<file path="src/logic/frc_pkg.sv">
// What this block does
// RULE1: Reset loads read config with async bit set
// RULE2: Read config bit 15 selects async or burst
// RULE3: Bits 14:11 give latency 3 to 12
// RULE4: Latency counts from address latch clock edge
// RULE5: Read config bit 10 sets wait polarity
// RULE6: Read config bit 8 sets wait timing
// RULE7: Bits 2:0 select 8, 16, continuous burst
// RULE8: Host clears wait delay with hold and code 2
// RULE9: Host writes zero to reserved bits
// RULE10: Read config changes only by its command
// RULE11: Info mode offset 05h returns read config
// RULE12: Info mode offset 06h returns power config
// RULE13: Power config resets to 0004h
// RULE14: Power config bit 15 enables deep sleep
// RULE15: Power config bit 14 sets sleep pin level
// RULE16: Bits 2:0 drive strength, default four
// RULE17: Host writes setup 0060h, confirm 0004h
// RULE18: Write between setup and confirm is error
// RULE19: Setup cycle enters status read mode
// RULE20: Confirm loads register, enters array read
// RULE21: Config write ignores programming supply level
// RULE22: Host picks latency for its clock rate
// RULE23: Host enters info mode with 0090h
// RULE24: Sequence error sets status bits 4 and 5
// RULE25: Read config write uses same two-cycle form
`default_nettype none
package frc_pkg;
    localparam logic [15:0] CMD_CFG_SETUP    = 16'h0060;
    localparam logic [15:0] CMD_PWR_CONFIRM  = 16'h0004;
    localparam logic [15:0] CMD_RD_CONFIRM   = 16'h0003;
    localparam logic [15:0] CMD_READ_ARRAY   = 16'h00ff;
    localparam logic [15:0] CMD_READ_STATUS  = 16'h0070;
    localparam logic [15:0] CMD_READ_INFO    = 16'h0090;
    localparam logic [15:0] CMD_CFI_QUERY    = 16'h0098;
    localparam logic [15:0] CMD_CLEAR_STATUS = 16'h0050;
    localparam logic [7:0]  OFS_READ_CFG     = 8'h05;
    localparam logic [7:0]  OFS_POWER_CFG    = 8'h06;
    localparam logic [15:0] READ_CFG_RESET   = 16'hb907;
    localparam logic [15:0] POWER_CFG_RESET  = 16'h0004;
    localparam logic [15:0] STATUS_READY     = 16'h0080;
    localparam logic [15:0] STATUS_SEQ_ERR   = 16'h0030;
    localparam int RC_MODE = 15;
    localparam int RC_LAT_HI = 14;
    localparam int RC_LAT_LO = 11;
    localparam int RC_WAIT_POL = 10;
    localparam int RC_WAIT_DLY = 8;
    localparam int PC_SLEEP_EN = 15;
    localparam int PC_SLEEP_POL = 14;
    localparam logic [3:0] LAT_MIN = 4'h3;
    localparam logic [3:0] LAT_MAX = 4'hc;
    localparam logic [2:0] BURST_8 = 3'h2;
    localparam logic [2:0] BURST_16 = 3'h3;
    localparam logic [2:0] BURST_CONT = 3'h7;
    localparam logic [2:0] DRIVE_MIN = 3'h1;
    localparam logic [2:0] DRIVE_MAX = 3'h6;

    typedef enum logic [1:0] {
        MODE_ARRAY  = 2'b00,
        MODE_STATUS = 2'b01,
        MODE_INFO   = 2'b10,
        MODE_CFI    = 2'b11
    } frc_mode_e;

    typedef enum logic [1:0] {
        SEQ_IDLE = 2'b00,
        SEQ_WAIT = 2'b01
    } frc_seq_e;

    typedef struct packed {
        logic        we;
        logic        re;
        logic [15:0] addr;
        logic [15:0] wdata;
    } frc_bus_s;

    typedef struct packed {
        logic [3:0] latency;
        logic       burst_mode;
        logic       wait_active_high;
        logic       wait_early;
        logic [4:0] burst_words;
        logic       burst_wrap;
    } frc_rdcfg_s;
endpackage
`default_nettype wire

</file>
<file path="src/logic/frc_sync.sv">
`default_nettype none
module frc_sync #(
    parameter int W = 1
) (
    input  wire logic         clk,
    input  wire logic         resetn,
    input  wire logic [W-1:0] d,
    output logic      [W-1:0] q
);
    typedef struct packed {
        logic [W-1:0] s1;
        logic [W-1:0] s2;
    } frc_sync_s;
    frc_sync_s st;
    frc_sync_s next_st;

    always_comb begin
        next_st.s1 = d;
        next_st.s2 = st.s1;
    end

    always_ff @(posedge clk or negedge resetn) begin
        if (!resetn) begin
            st <= '0;
        end else begin
            st <= next_st;
        end
    end

    assign q = st.s2;
endmodule
`default_nettype wire

</file>
<file path="src/logic/frc_decode.sv">
`default_nettype none
module frc_decode (
    input  wire logic [15:0]         read_cfg,
    output frc_pkg::frc_rdcfg_s      cfg
);
    // ******************************
    // Field decode of read config
    // ******************************
    always_comb begin
        cfg.burst_mode       = ~read_cfg[frc_pkg::RC_MODE]; // RULE2
        cfg.latency          =
            read_cfg[frc_pkg::RC_LAT_HI:frc_pkg::RC_LAT_LO]; // RULE3
        if (cfg.latency < frc_pkg::LAT_MIN) begin
            cfg.latency = frc_pkg::LAT_MIN;
        end else if (cfg.latency > frc_pkg::LAT_MAX) begin
            cfg.latency = frc_pkg::LAT_MAX;
        end
        cfg.wait_active_high = read_cfg[frc_pkg::RC_WAIT_POL]; // RULE5
        cfg.wait_early       = read_cfg[frc_pkg::RC_WAIT_DLY]; // RULE6
        // Reserved burst codes fall back to continuous
        case (read_cfg[2:0]) // RULE7
            frc_pkg::BURST_8: begin
                cfg.burst_words = 5'h08;
                cfg.burst_wrap  = 1'b1;
            end
            frc_pkg::BURST_16: begin
                cfg.burst_words = 5'h10;
                cfg.burst_wrap  = 1'b1;
            end
            default: begin
                cfg.burst_words = 5'h00;
                cfg.burst_wrap  = 1'b0;
            end
        endcase
    end
endmodule
`default_nettype wire

</file>
<file path="src/logic/frc_config_regs.sv">
`default_nettype none
module frc_config_regs (
    input  wire logic        clk,
    input  wire logic        resetn,
    input  wire logic        bus_we_n,
    input  wire logic        bus_oe_n,
    input  wire logic        address_valid_n,
    input  wire logic [15:0] bus_addr,
    input  wire logic [15:0] bus_wdata,
    input  wire logic        vpp_ok,
    output logic      [15:0] bus_rdata,
    output logic             bus_rdata_oe,
    output logic      [15:0] read_burst_config,
    output logic      [15:0] power_drive_config,
    output logic      [15:0] status_out,
    output logic      [1:0]  read_mode,
    output logic             burst_mode,
    output logic      [3:0]  latency_cycles,
    output logic             wait_active_high,
    output logic             wait_early,
    output logic      [4:0]  burst_words,
    output logic             burst_wrap,
    output logic             deep_sleep_en,
    output logic             deep_sleep_active_high,
    output logic      [2:0]  drive_strength,
    output logic             latency_start
);
    // ******************************
    // Pin synchronisers
    // ******************************
    logic [35:0] pins_s;
    logic        we_n_s;
    logic        oe_n_s;
    logic        adv_n_s;
    logic [15:0] addr_s;
    logic [15:0] wdata_s;

    frc_sync #(.W(36)) u_sync (
        .clk    (clk),
        .resetn (resetn),
        // Strobes enter inverted so cleared flops read as idle
        .d      ({~bus_we_n, ~bus_oe_n, ~address_valid_n, vpp_ok,
                  bus_addr, bus_wdata}),
        .q      (pins_s)
    );

    assign we_n_s  = ~pins_s[35];
    assign oe_n_s  = ~pins_s[34];
    assign adv_n_s = ~pins_s[33];
    assign addr_s  = pins_s[31:16];
    assign wdata_s = pins_s[15:0];
    // Supply level pins_s[32] is deliberately not used: RULE21

    frc_pkg::frc_rdcfg_s dec;

    frc_decode u_decode (
        .read_cfg (read_burst_config),
        .cfg      (dec)
    );

    // ******************************
    // State
    // ******************************
    typedef struct packed {
        logic [15:0]        rcfg;
        logic [15:0]        pcfg;
        logic [15:0]        status;
        frc_pkg::frc_mode_e mode;
        frc_pkg::frc_seq_e  seq;
        logic [15:0]        held;
        logic               we_d;
        logic               oe_d;
        logic               adv_d;
        logic [15:0]        rdata;
        logic               rdata_oe;
        logic               lat_go;
        logic               lat_seen;
        logic               burst;
        logic [3:0]         lat;
        logic               wpol;
        logic               wdly;
        logic [4:0]         words;
        logic               wrap;
        logic               sleep_en;
        logic               sleep_pol;
        logic [2:0]         drive;
    } frc_state_s;

    frc_state_s st;
    frc_state_s next_st;

    function automatic logic [15:0] info_word(
        input logic [7:0]  ofs,
        input logic [15:0] rc,
        input logic [15:0] pc
    );
        logic [15:0] w;
        w = 16'h0000;
        if (ofs == frc_pkg::OFS_READ_CFG) begin
            w = rc; // RULE11
        end else if (ofs == frc_pkg::OFS_POWER_CFG) begin
            w = pc; // RULE12
        end
        return w;
    endfunction

    logic we_fall;
    logic oe_fall;
    logic adv_rise;
    assign we_fall  = st.we_d & ~we_n_s;
    assign oe_fall  = st.oe_d & ~oe_n_s;
    assign adv_rise = ~st.adv_d & adv_n_s;

    always_comb begin
        next_st       = st;
        next_st.we_d  = we_n_s;
        next_st.oe_d  = oe_n_s;
        next_st.adv_d = adv_n_s;
        next_st.lat_go = 1'b0;
        // Count starts at latch with low, else on next edge after rise
        if (!adv_n_s && st.adv_d) begin
            next_st.lat_go   = dec.burst_mode; // RULE4
            next_st.lat_seen = dec.burst_mode;
        end else if (adv_rise) begin
            // One start per latch: rise counts only if low phase did not
            next_st.lat_go   = dec.burst_mode && !st.lat_seen; // RULE4
            next_st.lat_seen = 1'b0;
        end
        // Write commands, taken at the falling edge of write enable
        if (we_fall) begin
            case (st.seq)
                frc_pkg::SEQ_WAIT: begin
                    next_st.seq = frc_pkg::SEQ_IDLE;
                    if (wdata_s == frc_pkg::CMD_PWR_CONFIRM) begin
                        next_st.pcfg = st.held; // RULE20
                        next_st.mode = frc_pkg::MODE_ARRAY; // RULE20
                    end else if (wdata_s == frc_pkg::CMD_RD_CONFIRM) begin
                        next_st.rcfg = st.held; // RULE10 RULE25
                        next_st.mode = frc_pkg::MODE_ARRAY;
                    end else begin
                        // Foreign write aborts the sequence
                        next_st.status = st.status
                            | frc_pkg::STATUS_SEQ_ERR; // RULE18 RULE24
                        next_st.mode = frc_pkg::MODE_STATUS;
                    end
                end
                default: begin
                    case (wdata_s)
                        frc_pkg::CMD_CFG_SETUP: begin
                            next_st.seq  = frc_pkg::SEQ_WAIT;
                            next_st.held = addr_s;
                            next_st.mode = frc_pkg::MODE_STATUS; // RULE19
                        end
                        frc_pkg::CMD_READ_ARRAY: begin
                            next_st.mode = frc_pkg::MODE_ARRAY;
                        end
                        frc_pkg::CMD_READ_STATUS: begin
                            next_st.mode = frc_pkg::MODE_STATUS;
                        end
                        frc_pkg::CMD_READ_INFO: begin
                            next_st.mode = frc_pkg::MODE_INFO;
                        end
                        frc_pkg::CMD_CFI_QUERY: begin
                            next_st.mode = frc_pkg::MODE_CFI;
                        end
                        frc_pkg::CMD_CLEAR_STATUS: begin
                            next_st.status = frc_pkg::STATUS_READY;
                            next_st.mode   = frc_pkg::MODE_STATUS;
                        end
                        default: begin
                            next_st.mode = st.mode;
                        end
                    endcase
                end
            endcase
        end
        // Reads between setup and confirm are allowed and harmless
        if (oe_fall) begin
            next_st.rdata_oe = 1'b1;
            case (st.mode)
                frc_pkg::MODE_STATUS: next_st.rdata = st.status;
                frc_pkg::MODE_INFO: begin
                    next_st.rdata = info_word(addr_s[7:0], st.rcfg,
                                              st.pcfg);
                end
                default: next_st.rdata = 16'h0000;
            endcase
        end else if (oe_n_s) begin
            next_st.rdata_oe = 1'b0;
        end
        // Timing fields ignored in async mode
        next_st.burst = dec.burst_mode; // RULE1
        next_st.lat   = dec.burst_mode ? dec.latency : st.lat; // RULE1
        next_st.wpol  = dec.burst_mode ? dec.wait_active_high : st.wpol;
        next_st.wdly  = dec.burst_mode ? dec.wait_early : st.wdly;
        next_st.words = dec.burst_mode ? dec.burst_words : st.words;
        next_st.wrap  = dec.burst_mode ? dec.burst_wrap : st.wrap;
        next_st.sleep_en  = st.pcfg[frc_pkg::PC_SLEEP_EN]; // RULE14
        next_st.sleep_pol = st.pcfg[frc_pkg::PC_SLEEP_POL]; // RULE15
        // Reserved drive codes keep the last legal strength
        if (st.pcfg[2:0] >= frc_pkg::DRIVE_MIN
            && st.pcfg[2:0] <= frc_pkg::DRIVE_MAX) begin
            next_st.drive = st.pcfg[2:0]; // RULE16
        end
    end

    always_ff @(posedge clk or negedge resetn) begin
        if (!resetn) begin
            st           <= '0;
            st.rcfg      <= frc_pkg::READ_CFG_RESET; // RULE1
            st.pcfg      <= frc_pkg::POWER_CFG_RESET; // RULE13
            st.status    <= frc_pkg::STATUS_READY;
            st.mode      <= frc_pkg::MODE_ARRAY;
            st.seq       <= frc_pkg::SEQ_IDLE;
            st.we_d      <= 1'b1;
            st.oe_d      <= 1'b1;
            st.adv_d     <= 1'b1;
            st.lat       <= frc_pkg::LAT_MIN;
            st.wdly      <= 1'b1;
            st.words     <= 5'h00;
            st.drive     <= frc_pkg::POWER_CFG_RESET[2:0];
        end else begin
            st <= next_st;
        end
    end

    // ******************************
    // Outputs
    // ******************************
    assign bus_rdata              = st.rdata;
    assign bus_rdata_oe           = st.rdata_oe;
    assign read_burst_config      = st.rcfg;
    assign power_drive_config     = st.pcfg;
    assign status_out             = st.status;
    assign read_mode              = st.mode;
    assign burst_mode             = st.burst;
    assign latency_cycles         = st.lat;
    assign wait_active_high       = st.wpol;
    assign wait_early             = st.wdly;
    assign burst_words            = st.words;
    assign burst_wrap             = st.wrap;
    assign deep_sleep_en          = st.sleep_en;
    assign deep_sleep_active_high = st.sleep_pol;
    assign drive_strength         = st.drive;
    assign latency_start          = st.lat_go;
endmodule
`default_nettype wire

</file>
<file path="config.mk">
export PLATFORM = sky130hd
export DESIGN_NAME = frc_config_regs
export DESIGN_NICKNAME = d
export VERILOG_FILES = /design/src/logic/frc_pkg.sv /design/src/logic/frc_sync.sv /design/src/logic/frc_decode.sv /design/src/logic/frc_config_regs.sv
export SDC_FILE = /design/constraint.sdc
export NUM_CORES = 1
export LEC_CHECK = 0
export BUFFER_PORTS_ARGS = -buffer_cell sky130_fd_sc_hd__buf_4
export CAP_MARGIN = 15
export CORE_ASPECT_RATIO = 0.5
export CORE_UTILIZATION = 50
export DETAILED_ROUTE_END_ITERATION = 8
export GPL_TIMING_DRIVEN = 0
export PLACE_DENSITY = 0.76
export SETUP_SLACK_MARGIN = 0.2
export SKIP_LAST_GASP = 1
export SYNTH_ARGS = -nofsm -noshare
export SYNTH_HDL_FRONTEND = slang
export SYNTH_HIERARCHICAL = 1
export SYNTH_SLANG_ARGS = --single-unit
</file>
<file path="constraint.sdc">
create_clock -name clk -period 2.4 [get_ports clk]
set_input_delay 0.24 -clock clk [delete_from_list [all_inputs] [get_ports clk]]
set_output_delay 0.24 -clock clk [all_outputs]
set_load 0.05 [all_outputs]
</file>
# Word level (Yosys, flattened, before mapping)
# Index checks and enable logic that the tools add are counted.
# op_classes
n_eq_ne	18
n_reduce_logical	16
n_bitwise	13
n_lt_le_gt_ge	4
muxes	18
# op_table
cell	count
two-way mux 16 bit	4
== test 16 x 7 -> 1 bit (second input constant)	3
== test 16 x 8 -> 1 bit (second input constant)	3
case mux 16 bit (2 select lines)	1
two-way mux 20 bit	1
two-way mux 18 bit	1
== test 16 x 2 -> 1 bit (second input constant)	1
== test 16 x 3 -> 1 bit (second input constant)	1
== test 8 x 3 -> 1 bit (second input constant)	2
case mux 6 bit (2 select lines)	1
inverter 1 bit	10
AND reduction 3 bit	3
two-way mux 4 bit	2
case mux 2 bit (4 select lines)	1
AND reduction 4 bit	2
== test 3 x 2 -> 1 bit (second input constant)	2
two-way mux 6 bit	1
inequality test 2 bit (second input constant)	3
nonzero test 2 bit	3
nonzero test 5 bit	1
== test 2 x 1 -> 1 bit (second input constant)	2
greater-than comparator 4 bit (second input constant)	1
less-than comparator 4 x 2 -> 1 bit (second input constant)	1
two-way mux 1 bit	4
9 further kinds	15
# totals
ff_bits	180

# Longest topological paths before layout
# Gate-level depths: netlist (run 1).
# logic_depth
depth_word	4
depth_mapped	6
ltp_nobuf	6

# Modules after synthesis
# Netlist (run 1), hierarchy kept.
# by_module_without_submodules
mod	n_inst	seq_area_each_um2	cells_each	area_each_um2
frc_config_regs	1	2348.5	373	4561.9
frc_sync	1	1801.7	72	1801.7
frc_decode	1	0.0	16	103.8

# Least setup slack after synthesis (run 1)
# Ideal clock, no wire load.
# synth_path
path_type	reg2reg
start	register u_sync.st, in the netlist u_sync/q[13]
end	register st[47] (netlist name)
arrival_ns	2.217
path_stages_with_launch	6
setup_ns	0.125
slack_ns	0.058
required_ns	2.275
synth_period_minus_slack_ns	2.342
n_path_buf	1
cell_sequence	dfrtp_1 > or4_4 > nor4_4 > nor4b_4 > buf_8 > mux2_4
# synth_between
elab_chain_cells	2
# synth_lines
element	line	text
start, declared	frc_sync.sv:14	frc_sync_s st;
start signal, assigned	frc_sync.sv:26	st <= next_st;
== test 16 x 7 -> 1 bit	frc_config_regs.sv:148	case (wdata_s)
AND reduction 3 bit (no line)	-	
end signal, assigned	frc_config_regs.sv:223	st <= next_st;
end, declared	frc_config_regs.sv:89	frc_state_s st;
# No other way between the ends.
# A chain may end at the register's enable or synchronous reset.

# Final worst setup path (run 1)
# layout_path
start	register u_sync.st, in the netlist u_sync/q[10]
end	register st[41] (netlist name)
# The elaborated chain is that of the path after synthesis.

==> metrics.md, run 1 <==
| Metric | Value |
|---|---|
| Critical Path AT | 2.57 ns |
| Commonest non-fill, non-tap cell in the layout | buf_4 |
| Fin cells | 827 |
| Total routed wirelength | 12340 um |
| Final Hold Vio Count | 0 |
| Worst slew margin | 59.80% |
| First-pass GRT wire length | 19720 um |
| Routed vias | 3936 |
| CTS root buffer | clkbuf_16 |
| Die area | 13320 sq um |
| Endpoint type of the worst setup path | register |
| Most frequent cells in the layout | 198 x buf_4, 146 x dfrtp_1, 36 x dlygate4sd3_1 |
| Comb power frac | 4.9% |
| Layout fillers | 821 |
| IO Pins | 124 |
| Area grow syn2layout | 35.74% |
| Clk buf depth | 2 |
| Synth warn | 6 |
| Wire length per cell | 14.92 um |
| Power density over the cells | 680.8 nW/um^2 |
| Internal | 4.625 mW |
| Post-DRT Antenna Nets | 0 |
| DRC Markers | 0 |
| Largest net degree at the start of global routing | 95 |
| Hpwl dp | 7927 um |
| Rows | 28 |
| Outcome | completed |
| GR Util met3 | 3.946% |
| Peak Freq | 440.8 MHz |
| Max Slew Vio Count | 0 |
| Clock share of power | 47.0% |
| H-tree depth | 4 |
| GR Util met1 | 26.60% |
| CTS tree | done |
| Fin Hold WS | 0.3428 ns |
| Tmin final | 2.268 ns |
| Global route hottest layer | met2 |
| Crit-path max cell delay | 0.56 ns |
| Crit Path Category | register to register |
| Tightest Pin Transition | 0.6031 ns |
| Met2 usage | 33.13% |
| CTS Buf Count | 17 |
| RSZ-0062 raised after global routing | yes |
| Placed insts | 748 |
| Net load switching power | 1.305 mW |
| Total clock sinks | 163 |
| CP Cell Sequence | or4_4 -> nor4_4 -> nor4b_4 -> buf_6 -> buf_12 -> mux2_4 |
| Grt ovf | 0 |
| CORE AREA | 12160 sq um |
| Final GP Congestion | 0.7855 |
| Share of cells above drive strength 1 | 50.91% |
| Initial antenna violation count | 0 |
| MaxCap Viol Count | 0 |
| Final worst-path cycle share | 94.51% |
| Iteration-0 DRC Markers | 193 |
| Synth Instances | 459 |
| Gr usage total | 20.08% |
| Die Ht | 82.11 um |
| Die width | 162.2 um |
| Mean Syn Cell Area | 13.98 sq um |
| Ant. Diodes | 0 |
| Register clock-pin slew on the reported worst setup and hold paths | 0.06 ns |
| Top delay family on crit path | simple AND/OR/NAND/NOR gates |
| Leakage | 4.298 nW |
| Hold Path Class | register to register |
| Worst-path maximum fanout | 7 |
| Layout net count | 691 |
| # setup viols final | 0 |
| Switching share of power | 22.00% |
| Worst skew pair latency | 0.42 ns |
| CP Launch Type | register |
| Reg power frac | 48.1% |
| Design Power | 5.930 mW |
| CP max stage cell | or4_4 |
| Vias/cell | 4.759 |
| Vias in the first global route | 3868 |
| Initial Util | 52.79% |
| IO buf count | 109 |
| First-pass DRT Iterations | 4 |
| Max IR drop VDD | 412.0 uV |
| Synthesized area | 6417 sq um |
| Clock skew | 0.009847 ns |
| Crit path buffers/inverters | 2 |
| Util after Layout | 71.66% |
| WP data required | 2.70 ns |
power by group through the flow:
| stage | Clock (mW) | Combinational (mW) | Sequential (mW) |
|---|---|---|---|
| final | 2.79 | 0.293 | 2.85 |
| after global routing | 2.97 | 0.320 | 2.86 |
| after CTS | 2.83 | 0.294 | 2.85 |
| after detailed placement | 0 | 0.244 | 2.90 |
| after global placement | 0 | 0.233 | 2.90 |
| after floorplan | 0 | 0.113 | 2.90 |
flip-flops by register name, summed over array words and instances (netlist names), 2 cells and up:
name / flops
u_sync/q: 35
latency_cycles: 4
status_out: 2
drive_strength: 3
read_burst_config: 16
burst_words: 5
u_sync/next_st: 35
bus_rdata: 16
st: 21
power_drive_config: 16
read_mode: 2
worst register-to-register path, stage by stage (launching register included):
cell and delay (ns):
dfrtp_1 0.37, or4_4 0.56, nor4_4 0.35, nor4b_4 0.26, buf_6 0.17, buf_12 0.14
mux2_4 0.31
per-stage QoR:
| step | setup TNS, ns | cell area [sq um] | setup WS [ns] |
|---|---|---|---|
| global placement | -6.258 | 7538 | -0.2514 |
| global route | 0 | 8711 | 0.06543 |
| detailed placement | -6.532 | 7570 | -0.2617 |
| finish | 0 | 8711 | 0.1317 |
| floorplan | 0 | 6514 | 0.05916 |
| CTS | 0 | 8673 | 0.09669 |
layout make-up:
cell class | instances | area (sq um) | area share, %
inverters | 17 | 63.81 | 0.7325
well taps | 165 | 206.4 | 2.370
flip-flops and latches | 163 | 4100 | 47.07
clock inverters | 14 | 178.9 | 2.054
repair buffers | 157 | 1330 | 15.27
multi-input cells | 198 | 1685 | 19.35
clock buffers | 18 | 439.2 | 5.042
plain buffers | 95 | 706.9 | 8.115
worst paths after layout:
check                                         from  cells past startpoint  slack (ns)                     to
worst max-delay path                  u_sync/q[10]                      6        0.13                 st[41]
worst min-delay path            u_sync/next_st[13]                      0        0.34           u_sync/q[13]
worst max register to register        u_sync/q[10]                      6        0.13                 st[41]
worst min register to register  u_sync/next_st[13]                      0        0.34           u_sync/q[13]
max in group asynchronous                   resetn                      3        1.15  read_burst_config[13]
min in group asynchronous                   resetn                      2        0.39      u_sync/next_st[4]
repair_timing:
item | CTS | global route
hold endpoints to repair | 101 | 0
setup endpoints to repair | 59 | 18
cloned | 1 | 1
pin swaps | 5 | 1
hold buffers | 36 | 0
resized for setup | 14 | 3
buffers inserted | 8 | 1
layer usage:
| layer | routed length, um | share of wire (%) |
|---|---|---|
| met5 | 0 | 0 |
| met4 | 82 | 0.66 |
| met3 | 481 | 3.9 |
| met2 | 6181 | 50 |
| met1 | 5590 | 45 |
Note: power is estimated with default switching activity, not from simulation.
==> inputs of run 2 (changes only) <==
CORE_UTILIZATION = 58   (was 50)
PLACE_DENSITY = 0.83   (was 0.76)
clock period = 2.7 ns   (was 2.4 ns; I/O delays follow)
==> run 2 against run 1 <==
Routed wire length rose by 4.8%. Utilization increased by 9.8 points. Die area fell by 14%. Global-route usage is 4.8 points higher. Critical path type unchanged. Largest power group is now the clock network.
==> metrics.md, run 2 (synthesized netlist as in run 1, its figures left out) <==
| Metric | Value |
|---|---|
| Die width | 150.8 um (was 162.2 um) |
| HP Start | u_sync/next_st[3] (was u_sync/next_st[13]) |
| Crit Path Category | register to register (unchanged) |
| Register clock-pin slew on the reported worst setup and hold paths | 0.06 ns (about the same) |
| Total clock sinks | 163 (unchanged) |
| Endpoint type of the worst setup path | register (unchanged) |
| H-tree depth | 4 (unchanged) |
| Hpwl dp | 8152 um (was 7927 um) |
| Critical Path AT | 2.71 ns (was 2.57 ns) |
| Vias in the first global route | 4131 (was 3868) |
| Peak Freq | 413.1 MHz (was 440.8 MHz) |
| First-pass DRT Iterations | 4 (unchanged) |
| # setup viols final | 0 (unchanged) |
| Worst hold endpoint | u_sync/q[3] (was u_sync/q[13]) |
| Clk buf depth | 2 (unchanged) |
| Power density over the cells | 637.5 nW/um^2 (was 680.8 nW/um^2) |
| First-pass GRT wire length | 21170 um (was 19720 um) |
| Layout fillers | 581 (was 821) |
| Ant. Diodes | 0 (unchanged) |
| Hold Path Class | register to register (unchanged) |
| Place WS | 0.002187 ns (was -0.2617 ns) |
| IO Pins | 124 (unchanged) |
| Total routed wirelength | 12930 um (was 12340 um) |
| Wire length per cell | 16.29 um (was 14.92 um) |
| MaxCap Viol Count | 0 (unchanged) |
| Post-DRT Antenna Nets | 0 (unchanged) |
| Max IR drop VDD | 517.3 uV (was 412.0 uV) |
| Die Ht | 76.38 um (was 82.11 um) |
| CORE AREA | 10480 sq um (was 12160 sq um) |
| Final GP Congestion | 0.7925 (was 0.7855) |
| RSZ-0062 raised after global routing | no (was yes) |
| CP Launch Type | register (unchanged) |
| Grt ovf | 0 (unchanged) |
| Worst reg-to-reg setup slack | 0.28 ns (was 0.13 ns) |
| Initial antenna violation count | 0 (unchanged) |
| Worst slew margin | 64.58% (was 59.80%) |
| RR Endpoint | read_burst_config[6] (was st[41]) |
| Tmin final | 2.421 ns (was 2.268 ns) |
| Die area | 11520 sq um (was 13320 sq um) |
| CP max stage cell | or4_4 (unchanged) |
| Worst skew pair latency | 0.41 ns (was 0.42 ns) |
| Largest net degree at the start of global routing | 106 (was 95) |
| Share of cells above drive strength 1 | 49.54% (was 50.91%) |
| Placed insts | 723 (was 748) |
| Clock skew | 0.01091 ns (was 0.009847 ns) |
| Leakage | 4.240 nW (was 4.298 nW) |
| Max Slew Vio Count | 0 (unchanged) |
| Crit-path max cell delay | 0.47 ns (was 0.56 ns) |
| Routed vias | 3907 (was 3936) |
| DRC Markers | 0 (unchanged) |
| Worst r2r src | u_sync/q[5] (was u_sync/q[10]) |
| PnR worst setup slack | 0.2793 ns (was 0.1317 ns) |
| Most frequent cells in the layout | 196 x buf_4, 146 x dfrtp_1, 51 x mux2_2 (was 198 x buf_4, 146 x dfrtp_1, 36 x dlygate4sd3_1) |
| Rows | 26 (was 28) |
| WP data required | 2.99 ns (was 2.70 ns) |
| Worst-path maximum fanout | 10 (was 7) |
| Commonest non-fill, non-tap cell in the layout | buf_4 (unchanged) |
| Fin cells | 794 (was 827) |
| Tightest Pin Transition | 0.5313 ns (was 0.6031 ns) |
| CTS root buffer | clkbuf_16 (unchanged) |
| CP Cell Sequence | or2_2 -> or4_4 -> nor4_4 -> buf_4 -> mux2_2 (was or4_4 -> nor4_4 -> nor4b_4 -> buf_6 -> buf_12 -> mux2_4) |
| CTS tree | done (unchanged) |
| Worst Reg-to-Reg Cells | 5 (was 6) |
| Hold depth | 0 (unchanged) |
| Outcome | completed (unchanged) |
| Gr usage total | 24.91% (was 20.08%) |
| Final worst-path cycle share | 89.65% (was 94.51%) |
| Design Power | 5.439 mW (was 5.930 mW) |
| CTS Buf Count | 17 (unchanged) |
| Initial Util | 61.26% (was 52.79%) |
| Vias/cell | 4.921 (was 4.759) |
| IO buf count | 109 (unchanged) |
| Final Hold Vio Count | 0 (unchanged) |
| Final TNS setup | 0 ns (unchanged) |
| Layout net count | 683 (was 691) |
| Area grow syn2layout | 32.95% (was 35.74%) |
| Iteration-0 DRC Markers | 161 (was 193) |
| Util after Layout | 81.45% (was 71.66%) |
==> run 2: how the worst max path moves through the flow <==
stage / startpoint / slack, ns / cells past startpoint / endpoint
after CTS: u_sync/q[5] / 0.27 / 5 / read_burst_config[6]
after global placement: u_sync/q[13] / 0.05 / 5 / st[50]
after global routing: u_sync/q[13] / 0.21 / 5 / st[46]
after detailed placement: u_sync/q[13] / 0.002 / 5 / st[51]
after floorplan: u_sync/q[13] / 0.36 / 5 / st[47]
final: u_sync/q[5] / 0.28 / 5 / read_burst_config[6]
==> run 2: critical path, delay by kind of cell (launching register included) <==
kind / cells / cell delay [ns]
and+or+nand+nor: 3 / 1.22
muxes: 1 / 0.36
buffers and inverters: 1 / 0.29
DFF: 1 / 0.43
==> run 2: cell type report <==
class                      count  area (sq um)  share of cell area, %
buffer                        95         688.2                  8.066
clock buffer                  23         478.0                  5.602
clock inverter                 9         175.2                  2.053
inverter                      17         63.81                 0.7479
multi-input combinational    198          1619                  18.98
sequential                   163          4100                  48.06
tap                          140         175.2                  2.053
timing repair buffer         149          1232                  14.44
==> run 2: per-layer routing <==
layer	vias up	share of wire, %	GRT usage (%)
li1	1832	-	-
met1	1977	43	31.78
met2	87	52	42.80
met3	11	4.0	5.210
met4	0	0.73	7.800
met5	-	0	0
==> run 2: power by group <==
part	switching [mW]	internal (mW)
Clock	0.928	1.71
Combinational	0.147	0.112
Sequential	0.0303	2.51
==> run 2: timing repair <==
item                                    4_1_cts  5_1_grt
cloned                                        0        0
hold buffers                                 35        1
pin swaps                                     2        0
endpoints found under the hold margin        90        1
endpoints found under the setup margin       36        1
setup buffers                                 3        0
gates resized for setup                       0        2
==> run 2: stage by stage <==
step	cell area, sq um	hold slack, ns
finish	8532	0.3471
global route	8532	0.3502
CTS	8521	0.0005978
detailed placement	7495	0.2660
global placement	7463	0.3320
floorplan	6470	-0.02559
